[src/rtl/krsw_pkg.sv]
`default_nettype none
package krsw_pkg;

  // key lines width (4-bit key code)
  localparam int unsigned KEY_W = 4;

  // remote transfer: one nibble per strobe, nibbles per code
  localparam int unsigned NIB_COUNT   = 2;
  localparam logic [1:0]  NIB_LAST    = 2'h1;

  // clock rate and timing of the transfer clock toward the decoder
  localparam int unsigned CLK_MHZ         = 250;
  localparam int unsigned XFER_HALF_NS    = 400;
  localparam int unsigned XFER_HALF_CYC   = (XFER_HALF_NS * CLK_MHZ + 999) / 1000;
  // longest wait for a strobe before giving up
  localparam int unsigned STB_WAIT_US     = 4;
  localparam int unsigned STB_WAIT_CYC    = (STB_WAIT_US * CLK_MHZ);
  // key scan: settle time after the selector is switched
  localparam int unsigned SETTLE_NS       = 200;
  localparam int unsigned SETTLE_CYC      = (SETTLE_NS * CLK_MHZ + 999) / 1000;

  localparam int unsigned CNT_W = 12;

  // reset values of outputs
  localparam logic RST_SELECT = 1'b1;
  localparam logic RST_XCLK   = 1'b0;

  typedef enum logic [2:0] {
    KRSW_IDLE   = 3'b000,
    KRSW_SETTLE = 3'b001,
    KRSW_CLKHI  = 3'b011,
    KRSW_CLKLO  = 3'b010,
    KRSW_DONE   = 3'b110
  } krsw_state_type;

endpackage
`default_nettype wire

[src/rtl/krsw_sync.sv]
`timescale 1ns/10ps
`default_nettype none
module krsw_sync
  import krsw_pkg::*;
#(
  parameter int unsigned W = 1
) (
  // clock and reset
  input  wire logic         clock,
  input  wire logic         rst_n,
  input  wire logic         clk_en,
  // async in, synced out
  input  wire logic [W-1:0] d_in,
  output logic      [W-1:0] q_out
);

  logic [W-1:0] meta_reg;

  // two flops; first stage feeds only the second
  always_ff @(posedge clock or negedge rst_n) begin
    if (!rst_n) begin
      meta_reg <= '0;
      q_out    <= '0;
    end else if (clk_en) begin
      meta_reg <= d_in;
      q_out    <= meta_reg;
    end
  end

endmodule
`default_nettype wire

[src/rtl/krsw_top.sv]
`timescale 1ns/10ps
`default_nettype none
module krsw_top
  import krsw_pkg::*;
(
  // clock, reset, enable
  input  wire logic             clock,
  input  wire logic             rstn,
  input  wire logic             clk_en,
  // pins from the far side
  input  wire logic             notify_in,
  input  wire logic             remote_source_flag,
  input  wire logic             remote_timing_strobe,
  input  wire logic [KEY_W-1:0] key_lines,
  // pins toward the far side
  output logic                  source_select_output,
  output logic                  xfer_clock,
  // user side
  output logic [KEY_W-1:0]      code_data,
  output logic                  code_remote,
  output logic                  code_valid,
  output logic                  code_timeout
);

  logic                 rst_s1_reg;
  logic                 rst_n_reg;
  logic [KEY_W+2:0]     pin_raw;
  logic [KEY_W+2:0]     pin_s;
  logic                 notify_s;
  logic                 flag_s;
  logic                 stb_s;
  logic [KEY_W-1:0]     keys_s;
  logic                 notify_d_reg;
  logic                 stb_d_reg;
  logic                 notify_rise;
  logic                 stb_rise;
  krsw_state_type       state_reg;
  logic [CNT_W-1:0]     cnt_reg;
  logic [1:0]           nib_reg;
  logic [2*KEY_W-1:0]   shift_reg;

  function automatic logic [CNT_W-1:0] cyc(input int unsigned n);
    return CNT_W'(n - 1);
  endfunction

  // reset release through two flops
  always_ff @(posedge clock or negedge rstn) begin
    if (!rstn) begin
      rst_s1_reg <= 1'b0;
      rst_n_reg  <= 1'b0;
    end else begin
      rst_s1_reg <= 1'b1;
      rst_n_reg  <= rst_s1_reg;
    end
  end

  // every pin crosses two flops before use
  assign pin_raw = {notify_in, remote_source_flag, remote_timing_strobe, key_lines};

  krsw_sync #(.W(KEY_W + 3)) u_sync (
    .clock (clock),
    .rst_n (rst_n_reg),
    .clk_en(clk_en),
    .d_in  (pin_raw),
    .q_out (pin_s)
  );

  assign notify_s = pin_s[KEY_W+2];
  assign flag_s   = pin_s[KEY_W+1];
  assign stb_s    = pin_s[KEY_W];
  assign keys_s   = pin_s[KEY_W-1:0];

  // edge detectors on synced copies
  always_ff @(posedge clock or negedge rst_n_reg) begin
    if (!rst_n_reg) begin
      notify_d_reg <= 1'b0;
      stb_d_reg    <= 1'b0;
    end else if (clk_en) begin
      notify_d_reg <= notify_s;
      stb_d_reg    <= stb_s;
    end
  end

  assign notify_rise = notify_s & ~notify_d_reg;
  assign stb_rise    = stb_s & ~stb_d_reg;

  // sequencer: notify edges outside idle are ignored, the flag only counts at the notify edge
  always_ff @(posedge clock or negedge rst_n_reg) begin
    if (!rst_n_reg) begin
      state_reg            <= KRSW_IDLE;
      cnt_reg              <= '0;
      nib_reg              <= '0;
      shift_reg            <= '0;
      source_select_output <= RST_SELECT;
      xfer_clock           <= RST_XCLK;
      code_data            <= '0;
      code_remote          <= 1'b0;
      code_valid           <= 1'b0;
      code_timeout         <= 1'b0;
    end else if (clk_en) begin
      code_valid   <= 1'b0;
      code_timeout <= 1'b0;
      case (state_reg)
        KRSW_IDLE: begin
          xfer_clock <= 1'b0;
          if (notify_rise) begin
            source_select_output <= ~flag_s;
            code_remote          <= flag_s;
            nib_reg              <= '0;
            cnt_reg              <= cyc(SETTLE_CYC);
            state_reg            <= KRSW_SETTLE;
          end
        end
        KRSW_SETTLE: begin
          // selector needs time to switch before lines are read
          if (cnt_reg != '0) begin
            cnt_reg <= cnt_reg - 1'b1;
          end else if (!code_remote) begin
            code_data  <= keys_s;
            code_valid <= 1'b1;
            state_reg  <= KRSW_DONE;
          end else begin
            xfer_clock <= 1'b1;
            cnt_reg    <= cyc(XFER_HALF_CYC);
            state_reg  <= KRSW_CLKHI;
          end
        end
        KRSW_CLKHI: begin
          if (cnt_reg != '0) begin
            cnt_reg <= cnt_reg - 1'b1;
          end else begin
            xfer_clock <= 1'b0;
            cnt_reg    <= cyc(STB_WAIT_CYC);
            state_reg  <= KRSW_CLKLO;
          end
        end
        KRSW_CLKLO: begin
          if (stb_rise) begin
            // data stands on key lines when strobe rises
            shift_reg <= {shift_reg[KEY_W-1:0], keys_s};
            if (nib_reg == NIB_LAST) begin
              code_data  <= keys_s;
              code_valid <= 1'b1;
              state_reg  <= KRSW_DONE;
            end else begin
              nib_reg    <= nib_reg + 2'h1;
              xfer_clock <= 1'b1;
              cnt_reg    <= cyc(XFER_HALF_CYC);
              state_reg  <= KRSW_CLKHI;
            end
          end else if (cnt_reg != '0) begin
            cnt_reg <= cnt_reg - 1'b1;
          end else begin
            // decoder silent: give up rather than hang
            code_timeout <= 1'b1;
            state_reg    <= KRSW_DONE;
          end
        end
        KRSW_DONE: begin
          // back to key scan; wait for notify low so a held level is no new edge
          source_select_output <= 1'b1;
          if (!notify_s) begin
            state_reg <= KRSW_IDLE;
          end
        end
        default: state_reg <= KRSW_IDLE;
      endcase
    end
  end

  // checks
  select_follows_flag_a: assert property (@(posedge clock) disable iff (!rst_n_reg)
    (clk_en && state_reg == KRSW_IDLE && notify_rise) |=> (source_select_output == !$past(flag_s)))
    else $error("select output does not follow source flag");

  remote_code_a: assert property (@(posedge clock) disable iff (!rst_n_reg)
    (clk_en && state_reg == KRSW_IDLE && notify_rise) |=> (code_remote == $past(flag_s)))
    else $error("source not taken from flag at notify edge");

  key_no_clock_a: assert property (@(posedge clock) disable iff (!rst_n_reg)
    (!code_remote && state_reg != KRSW_IDLE) |-> !xfer_clock)
    else $error("transfer clock during key scan");

  clock_pulse_a: assert property (@(posedge clock) disable iff (!rst_n_reg)
    (clk_en && $rose(xfer_clock)) |-> code_remote)
    else $error("transfer clock without remote source");

  strobe_capture_a: assert property (@(posedge clock) disable iff (!rst_n_reg)
    (clk_en && state_reg == KRSW_CLKLO && stb_rise) |=>
    (shift_reg == {$past(shift_reg[KEY_W-1:0]), $past(keys_s)}))
    else $error("remote nibble not captured on strobe");

  notify_edge_a: assert property (@(posedge clock) disable iff (!rst_n_reg)
    (clk_en && $rose(state_reg == KRSW_SETTLE)) |-> $past(notify_rise))
    else $error("sequence started without notify edge");

  valid_pulse_a: assert property (@(posedge clock) disable iff (!rst_n_reg)
    (clk_en && code_valid) |=> !code_valid)
    else $error("valid longer than one cycle");

  key_select_a: assert property (@(posedge clock) disable iff (!rst_n_reg)
    (state_reg == KRSW_CLKHI) |-> !source_select_output)
    else $error("selector on keys during remote transfer");

  key_cover_c: cover property (@(posedge clock) code_valid && !code_remote);
  remote_cover_c: cover property (@(posedge clock) code_valid && code_remote);
  timeout_cover_c: cover property (@(posedge clock) code_timeout);
  // a frozen cycle while the decoder is being waited on
  freeze_cover_c: cover property (@(posedge clock) !clk_en && state_reg == KRSW_CLKLO);

endmodule
`default_nettype wire

[config.mk]
export PLATFORM = sky130hd
export DESIGN_NAME = krsw_top
export DESIGN_NICKNAME = d
export VERILOG_FILES = /design/src/rtl/krsw_pkg.sv /design/src/rtl/krsw_sync.sv /design/src/rtl/krsw_top.sv
export SDC_FILE = /design/constraint.sdc
export NUM_CORES = 1
export LEC_CHECK = 0
export BUFFER_PORTS_ARGS = -buffer_cell sky130_fd_sc_hd__buf_2
export CELL_PAD_IN_SITES_DETAIL_PLACEMENT = 1
export CELL_PAD_IN_SITES_GLOBAL_PLACEMENT = 1
export CORE_AREA = 2 2 76 78
export DETAILED_ROUTE_END_ITERATION = 6
export DIE_AREA = 0 0 78 80
export GPL_TIMING_DRIVEN = 0
export MAX_ROUTING_LAYER = met4
export PLACE_DENSITY_LB_ADDON = 0.1
export SYNTH_ARGS = -nofsm -noshare
export SYNTH_HDL_FRONTEND = slang
export SYNTH_SLANG_ARGS = --single-unit
[constraint.sdc]
create_clock -name clock -period 1.4 [get_ports clock]
set_input_delay 0.14 -clock clock [delete_from_list [all_inputs] [get_ports clock]]
set_output_delay 0.14 -clock clock [all_outputs]
set_load 0.005 [all_outputs]
==> reports/results.txt, run 1 <==
Ys Warns: 0
Syn Inst Count: 208
Netlist Area Pre-Place: 2200 um2
Crit path top cell by count: or4_4
crit-path max FO: 4
most frequent cells in the layout: dfrtp_1 (42), buf_2 (20), mux2_2 (16), nor2_1 (16), buf_4 (12)
clock power share: 0.138
Cell Rows: 27
Yosys cell types: 51
via count: 1846
maximum vdd drop: 0.748 mV
largest net degree at the start of global routing: 25
Slew HR: 0.635
Worst-Margin Slew: 0.540 ns
Top-Level Pins: 19
P_int: 3.47 mW
chip width: 78 um
fin util: 0.554
final setup margin: -0.815 ns
antenna violations before repair: 0
ANT cells: 0
Final HPWL DP: 4040 um
Root Driver: clkbuf_8
Post-Syn Area per Cell: 10.6 um2
Starting Density: 0.407
ANT nets after route: 0
vias per cell: 5.65
vias in the first global route: 1952
# setup viols final: 24
post-synthesis sequential area ratio: 0.501
DIE AREA: 6240 um2
status: complete, but fails checks
synthesis-stage register bit count: 44
Core Area: 5410 um2
htree depth: 2
first-pass GRT wire length: 10100 um
critical path buffer and inverter count: 1
Area Growth Syn to Fin: 36.2%
most common cell after layout, fill and taps aside: dfrtp_1
Placed Cells: 299
crit path time final: 2.21 ns
Worst Path Arrival: 2.45 ns
CP Class: flip-flop to flip-flop
Syn Nets: 221
unrepaired setup endpoints after global routing: yes
clk_skew: 0.00987 ns
Net Sw Frac: 0.417
design area: 3000 um2
startpoint types: flip-flop
Max Freq: 452 MHz
top post-synthesis cells by area: dfrtp_1 (49%), mux2_2 (11%), nor2_1 (3.2%)
clk sink count: 44
gpl congestion: 0.862
post-synth top area cell: dfrtp_1
DRT Wirelength: 5820 um
Remaining Overflow, GRT: 0
leak pwr: 1.28 nW
crit path max-delay cell type: or4b_4
Total Nets Final: 267
violated checks: negative setup slack
register share of total power: 0.362
Post-synth EDFFs: 0
ys flop type: dfrtp_1
CP Data Required Time: 1.63 ns
max reg flops: 12
Critical Path Max Stage Delay: 0.47 ns
CTS tree: done
drt first pass iters: 4
input/output buffers: 18
DR WL/cell: 17.8 um
fin cells: 327
Switch Pwr: 2.48 mW
DP Area: 2460 um2
HP Class: primary input to flip-flop
First DRT Iteration DRCs: 72
fraction of layout cells with a size suffix above 1: 0.467
Post-synth ARST share: 1.00
CTS buffer count: 5
Final Max Tran Viols: 0
pre-CTS WS: -1.02 ns
PwrDens: 1990 nW/um2
DRC: 0
Die H: 80 um
GRT Util Overall: 0.216
crit path cell chain: inv_2 -> ha_4 -> or4b_4 -> or4_4 -> or4_4 -> o211ai_1
Clock transition at path regs: 0.09 ns
Gate power share: 0.500
clock tree buffer depth: 2
top cell type's share of synthesized area: 0.489
Clk Latency, worst-skew pair: 0.30 ns
Final Hold Vio Count: 0
CP Capture Type: flip-flop
crit share post-route: 1.58
Top delay family on crit path: simple AND/OR/NAND/NOR gates
Max-cap violations: 0
## what timing repair did
action	CTS	global route
pin swaps	16	8
setup endpoints to repair	36	26
hold buffers	1	0
hold endpoints to repair	2	0
cloned	1	0
gates resized for setup	57	10
setup buffers	16	3
## routing by layer
layer	global-route usage	routed length [um]	up-vias	part of all wire
met2	0.381	3170	21	0.54
met3	0.0317	105	7	0.018
met4	0.0596	89	0	0.015
li1	-	-	867	-
met5	-	0	-	0
met1	0.259	2460	951	0.42
## power by group through the flow
stage	Sequential, mW	Combinational [mW]	Clock (mW)
after floorplan	2.02	1.58	0
after global placement	2.08	2.06	0
after detailed placement	2.11	2.19	0
after CTS	2.15	2.87	0.855
after global routing	2.24	3.28	0.906
final	2.16	2.98	0.822
## cell families (layout without fill, tap and decap cells)
family	Yosys count	count (layout)	share of synthesized area
AO/OA/AOI/OAI	57	57	0.174
adder cells (fa/ha/maj)	3	3	0.0171
buffers and inverters	13	60	0.0222
flip-flops	44	44	0.501
multiplexers	22	22	0.112
other	1	1	0.00170
AND/OR/NAND/NOR	68	68	0.172
## stage by stage
step / power (mW) / hold WS, ns / setup TNS (ns)
floorplan: 3.60 / -0.156 / -8.86
global placement: 4.14 / -0.0768 / -36.91
detailed placement: 4.30 / -0.0747 / -23.62
CTS: 5.87 / 0.0562 / -13.74
global route: 6.43 / 0.0511 / -17.36
finish: 5.96 / 0.0686 / -14.79
## Yosys cell counts, types with 2 or more instances
cell and n:
dfrtp_1 43, a221oi_1 2, and3_1 2, clkbuf_1 6, a311oi_1 2, nor3b_1 3
inv_1 5, nor3_1 8, buf_1 2, o21ai_0 12, o31ai_1 2, nand2_1 8
o21a_1 2, or3b_2 2, nand2b_1 7, nor2b_1 2, a211oi_1 4, a21oi_1 14
a21o_1 4, nand3_1 6, ha_1 3, mux2_2 21, o211ai_1 2, nor2_1 19
## final cells by class
class / instances / area, um2
sequential: 44 / 1100
buffer: 7 / 57.6
timing repair buffer: 40 / 319
multi-input combinational: 151 / 1320
inverter: 5 / 18.8
clock inverter: 3 / 23.8
tap: 72 / 90.1
fill: 577 / 2410
clock buffer: 5 / 68.8
## final timing paths
check                                        from                               end  slack, ns  cells past startpoint
max                        cnt_reg[0]$_DFFE_PN0P_           cnt_reg[10]$_DFFE_PN0P_      -0.81                      6
min                          remote_timing_strobe    u_sync.meta_reg[4]$_DFFE_PN0P_       0.07                      2
max reg2reg                cnt_reg[0]$_DFFE_PN0P_           cnt_reg[10]$_DFFE_PN0P_      -0.81                      6
min reg2reg                   rst_n_reg$_DFF_PN0_            xfer_clock$_DFFE_PN0P_       0.23                      0
max in group asynchronous     rst_n_reg$_DFF_PN0_  source_select_output$_DFFE_PN1P_       0.60                      1
min in group asynchronous                    rstn               rst_n_reg$_DFF_PN0_       0.15                      2
No activity file was read; power rests on OpenSTA's default activity.
==> run 2, diff against run 1 <==
--- a/config.mk
+++ b/config.mk
@@ -11,7 +11,7 @@
 export CORE_AREA = 2 2 76 78
 export DETAILED_ROUTE_END_ITERATION = 6
 export DIE_AREA = 0 0 78 80
-export GPL_TIMING_DRIVEN = 0
+export GPL_TIMING_DRIVEN = 1
 export MAX_ROUTING_LAYER = met4
 export PLACE_DENSITY_LB_ADDON = 0.1
 export SYNTH_ARGS = -nofsm -noshare
==> run 2 against run 1 <==
  * The flow still finishes with violations (negative setup slack)
  * Largest cell class unchanged
  * Via count increased by 12%
  * Clock-buffer cell count unchanged
  * Register-to-register slack improved by 0.04 ns
  * Power increased by 20%
  * Die area unchanged
  * Utilization increased by 7.0 points
  * Worst hold slack got worse by 0.0056 ns
  * Setup slack improved by 0.038 ns
  * Clock skew decreased by 0.0053 ns
  * Sequential share of layout area decreased by 4.0 points
  * Combinational power increased by 45%
  * Critical endpoint unchanged
  * Global-route usage increased by 2.5 points
==> reports/results.txt, run 2 (synthesis gave the netlist of run 1 again) <==
status: complete, but fails checks
violated checks: negative setup slack
multi-input logic area: 1310 um2
ANT nets after route: 0
fillcell total: 596
most frequent cells in the layout: buf_4 (67), dfrtp_1 (40), buf_2 (18)
Top delay family on crit path: simple AND/OR/NAND/NOR gates
htree depth: 2
HP Class: primary input to flip-flop
leak pwr: 1.53 nW
crit path time final: 2.18 ns
vias per cell: 5.43
most common cell after layout, fill and taps aside: buf_4
Max Freq: 459 MHz
pre-CTS WS: -0.815 ns
CP Data Required Time: 1.63 ns
DRC: 0
Clock transition at path regs: 0.09 ns
Total Nets Final: 320
drt first pass iters: 4
crit path max-delay cell type: or4b_4
GRT Util Overall: 0.241
Root Driver: clkbuf_8
via count: 2063
First DRT Iteration DRCs: 60
Remaining Overflow, GRT: 0
DRT Wirelength: 7410 um
PwrDens: 2110 nW/um2
ANT cells: 0
unrepaired setup endpoints after global routing: yes
DR WL/cell: 19.5 um
CTS tree: done
CP Class: flip-flop to flip-flop
Final HPWL DP: 4730 um
crit-path max FO: 3
Cell Rows: 27
Final Max Tran Viols: 0
final setup margin: -0.776 ns
Clk Latency, worst-skew pair: 0.31 ns
DIE AREA: 6240 um2
Starting Density: 0.407
fraction of layout cells with a size suffix above 1: 0.571
clk_skew: 0.00459 ns
antenna violations before repair: 0
vias in the first global route: 2308
critical path buffer and inverter count: 1
max reg flops: 12
crit path cell chain: inv_2 -> ha_4 -> or4b_4 -> or4_4 -> or4_1 -> o211ai_1
first-pass GRT wire length: 11400 um
Setup TNS: -14.08 ns
gpl congestion: 0.874
crit share post-route: 1.55
startpoint types: flip-flop
Critical Path Max Stage Delay: 0.47 ns
clk sink count: 44
Die H: 80 um
Core Area: 5410 um2
Top-Level Pins: 19
maximum vdd drop: 1.02 mV
Worst Path Arrival: 2.41 ns
Final Hold Vio Count: 0
Max-cap violations: 0
input/output buffers: 18
Reg area: 1110 um2
CTS buffer count: 5
CP Capture Type: flip-flop
Area Growth Syn to Fin: 53.4%
largest net degree at the start of global routing: 43
chip width: 78 um
clock tree buffer depth: 2
# setup viols final: 24
run 2: changes by cell type in the layout (fill, tap and decap cells not counted), sizes merged:
cell / delta
o21a: +1
buf: +58
clkinvlp: -2
clkbuf: -6
clkinv: +2
run 2: power by group:
part           internal [mW]  total [mW]  switching, mW  leakage, nW
Clock                  0.348       0.811          0.462       0.0479
Sequential              1.68        1.99          0.319        0.530
Combinational           2.26        4.31           2.06        0.952
Total                   4.28        7.12           2.84         1.53
run 2: metrics by stage:
stage / cell area (um2) / instances / hold slack [ns] / total power [mW] / utilization
3_5_place_dp: 2920 / 357 / -0.0739 / 5.37 / 0.540
6_report: 3370 / 380 / 0.0630 / 7.12 / 0.624
5_1_grt: 3370 / 380 / 0.0672 / 7.55 / 0.624
3_3_place_gp: 2920 / 357 / -0.0769 / 5.18 / 0.540
2_1_floorplan: 2260 / 208 / -0.156 / 3.60 / -
4_1_cts: 3190 / 370 / 0.0573 / 6.60 / 0.590
run 2: final timing paths:
| check | end | cells past startpoint | start | slack [ns] |
|---|---|---|---|---|
| max | cnt_reg[10]$_DFFE_PN0P_ | 6 | cnt_reg[0]$_DFFE_PN0P_ | -0.78 |
| min | u_sync.meta_reg[2]$_DFFE_PN0P_ | 2 | key_lines[2] | 0.06 |
| max reg2reg | cnt_reg[10]$_DFFE_PN0P_ | 6 | cnt_reg[0]$_DFFE_PN0P_ | -0.78 |
| min reg2reg | nib_reg[0]$_DFFE_PN0P_ | 1 | rst_n_reg$_DFF_PN0_ | 0.26 |
| max in group asynchronous | source_select_output$_DFFE_PN1P_ | 1 | rst_n_reg$_DFF_PN0_ | 0.89 |
| min in group asynchronous | rst_n_reg$_DFF_PN0_ | 2 | rstn | 0.15 |
run 2: timing repair:
action | CTS | global route
hold buffers | 1 | 0
setup buffers | 4 | 10
hold endpoints to repair | 2 | 0
setup endpoints to repair | 26 | 26
gates cloned | 0 | 1
gates resized for setup | 37 | 26
pin swaps | 11 | 10
run 2: layout make-up:
| type | count | share of cell area |
|---|---|---|
| Inverter | 5 | 0.00556 |
| Sequential cell | 44 | 0.328 |
| Tap cell | 72 | 0.0267 |
| Multi-Input combinational cell | 152 | 0.389 |
| Clock inverter | 3 | 0.00556 |
| Clock buffer | 5 | 0.0204 |
| Timing Repair Buffer | 99 | 0.225 |
run 2: metal layers:
layer  share of wire  global-route usage  up-vias
met2            0.56               0.454       25
li1                -                   -      972
met1            0.41               0.268     1054
met4           0.019              0.0684        0
met3           0.016              0.0294       12
met5               0                   -        -
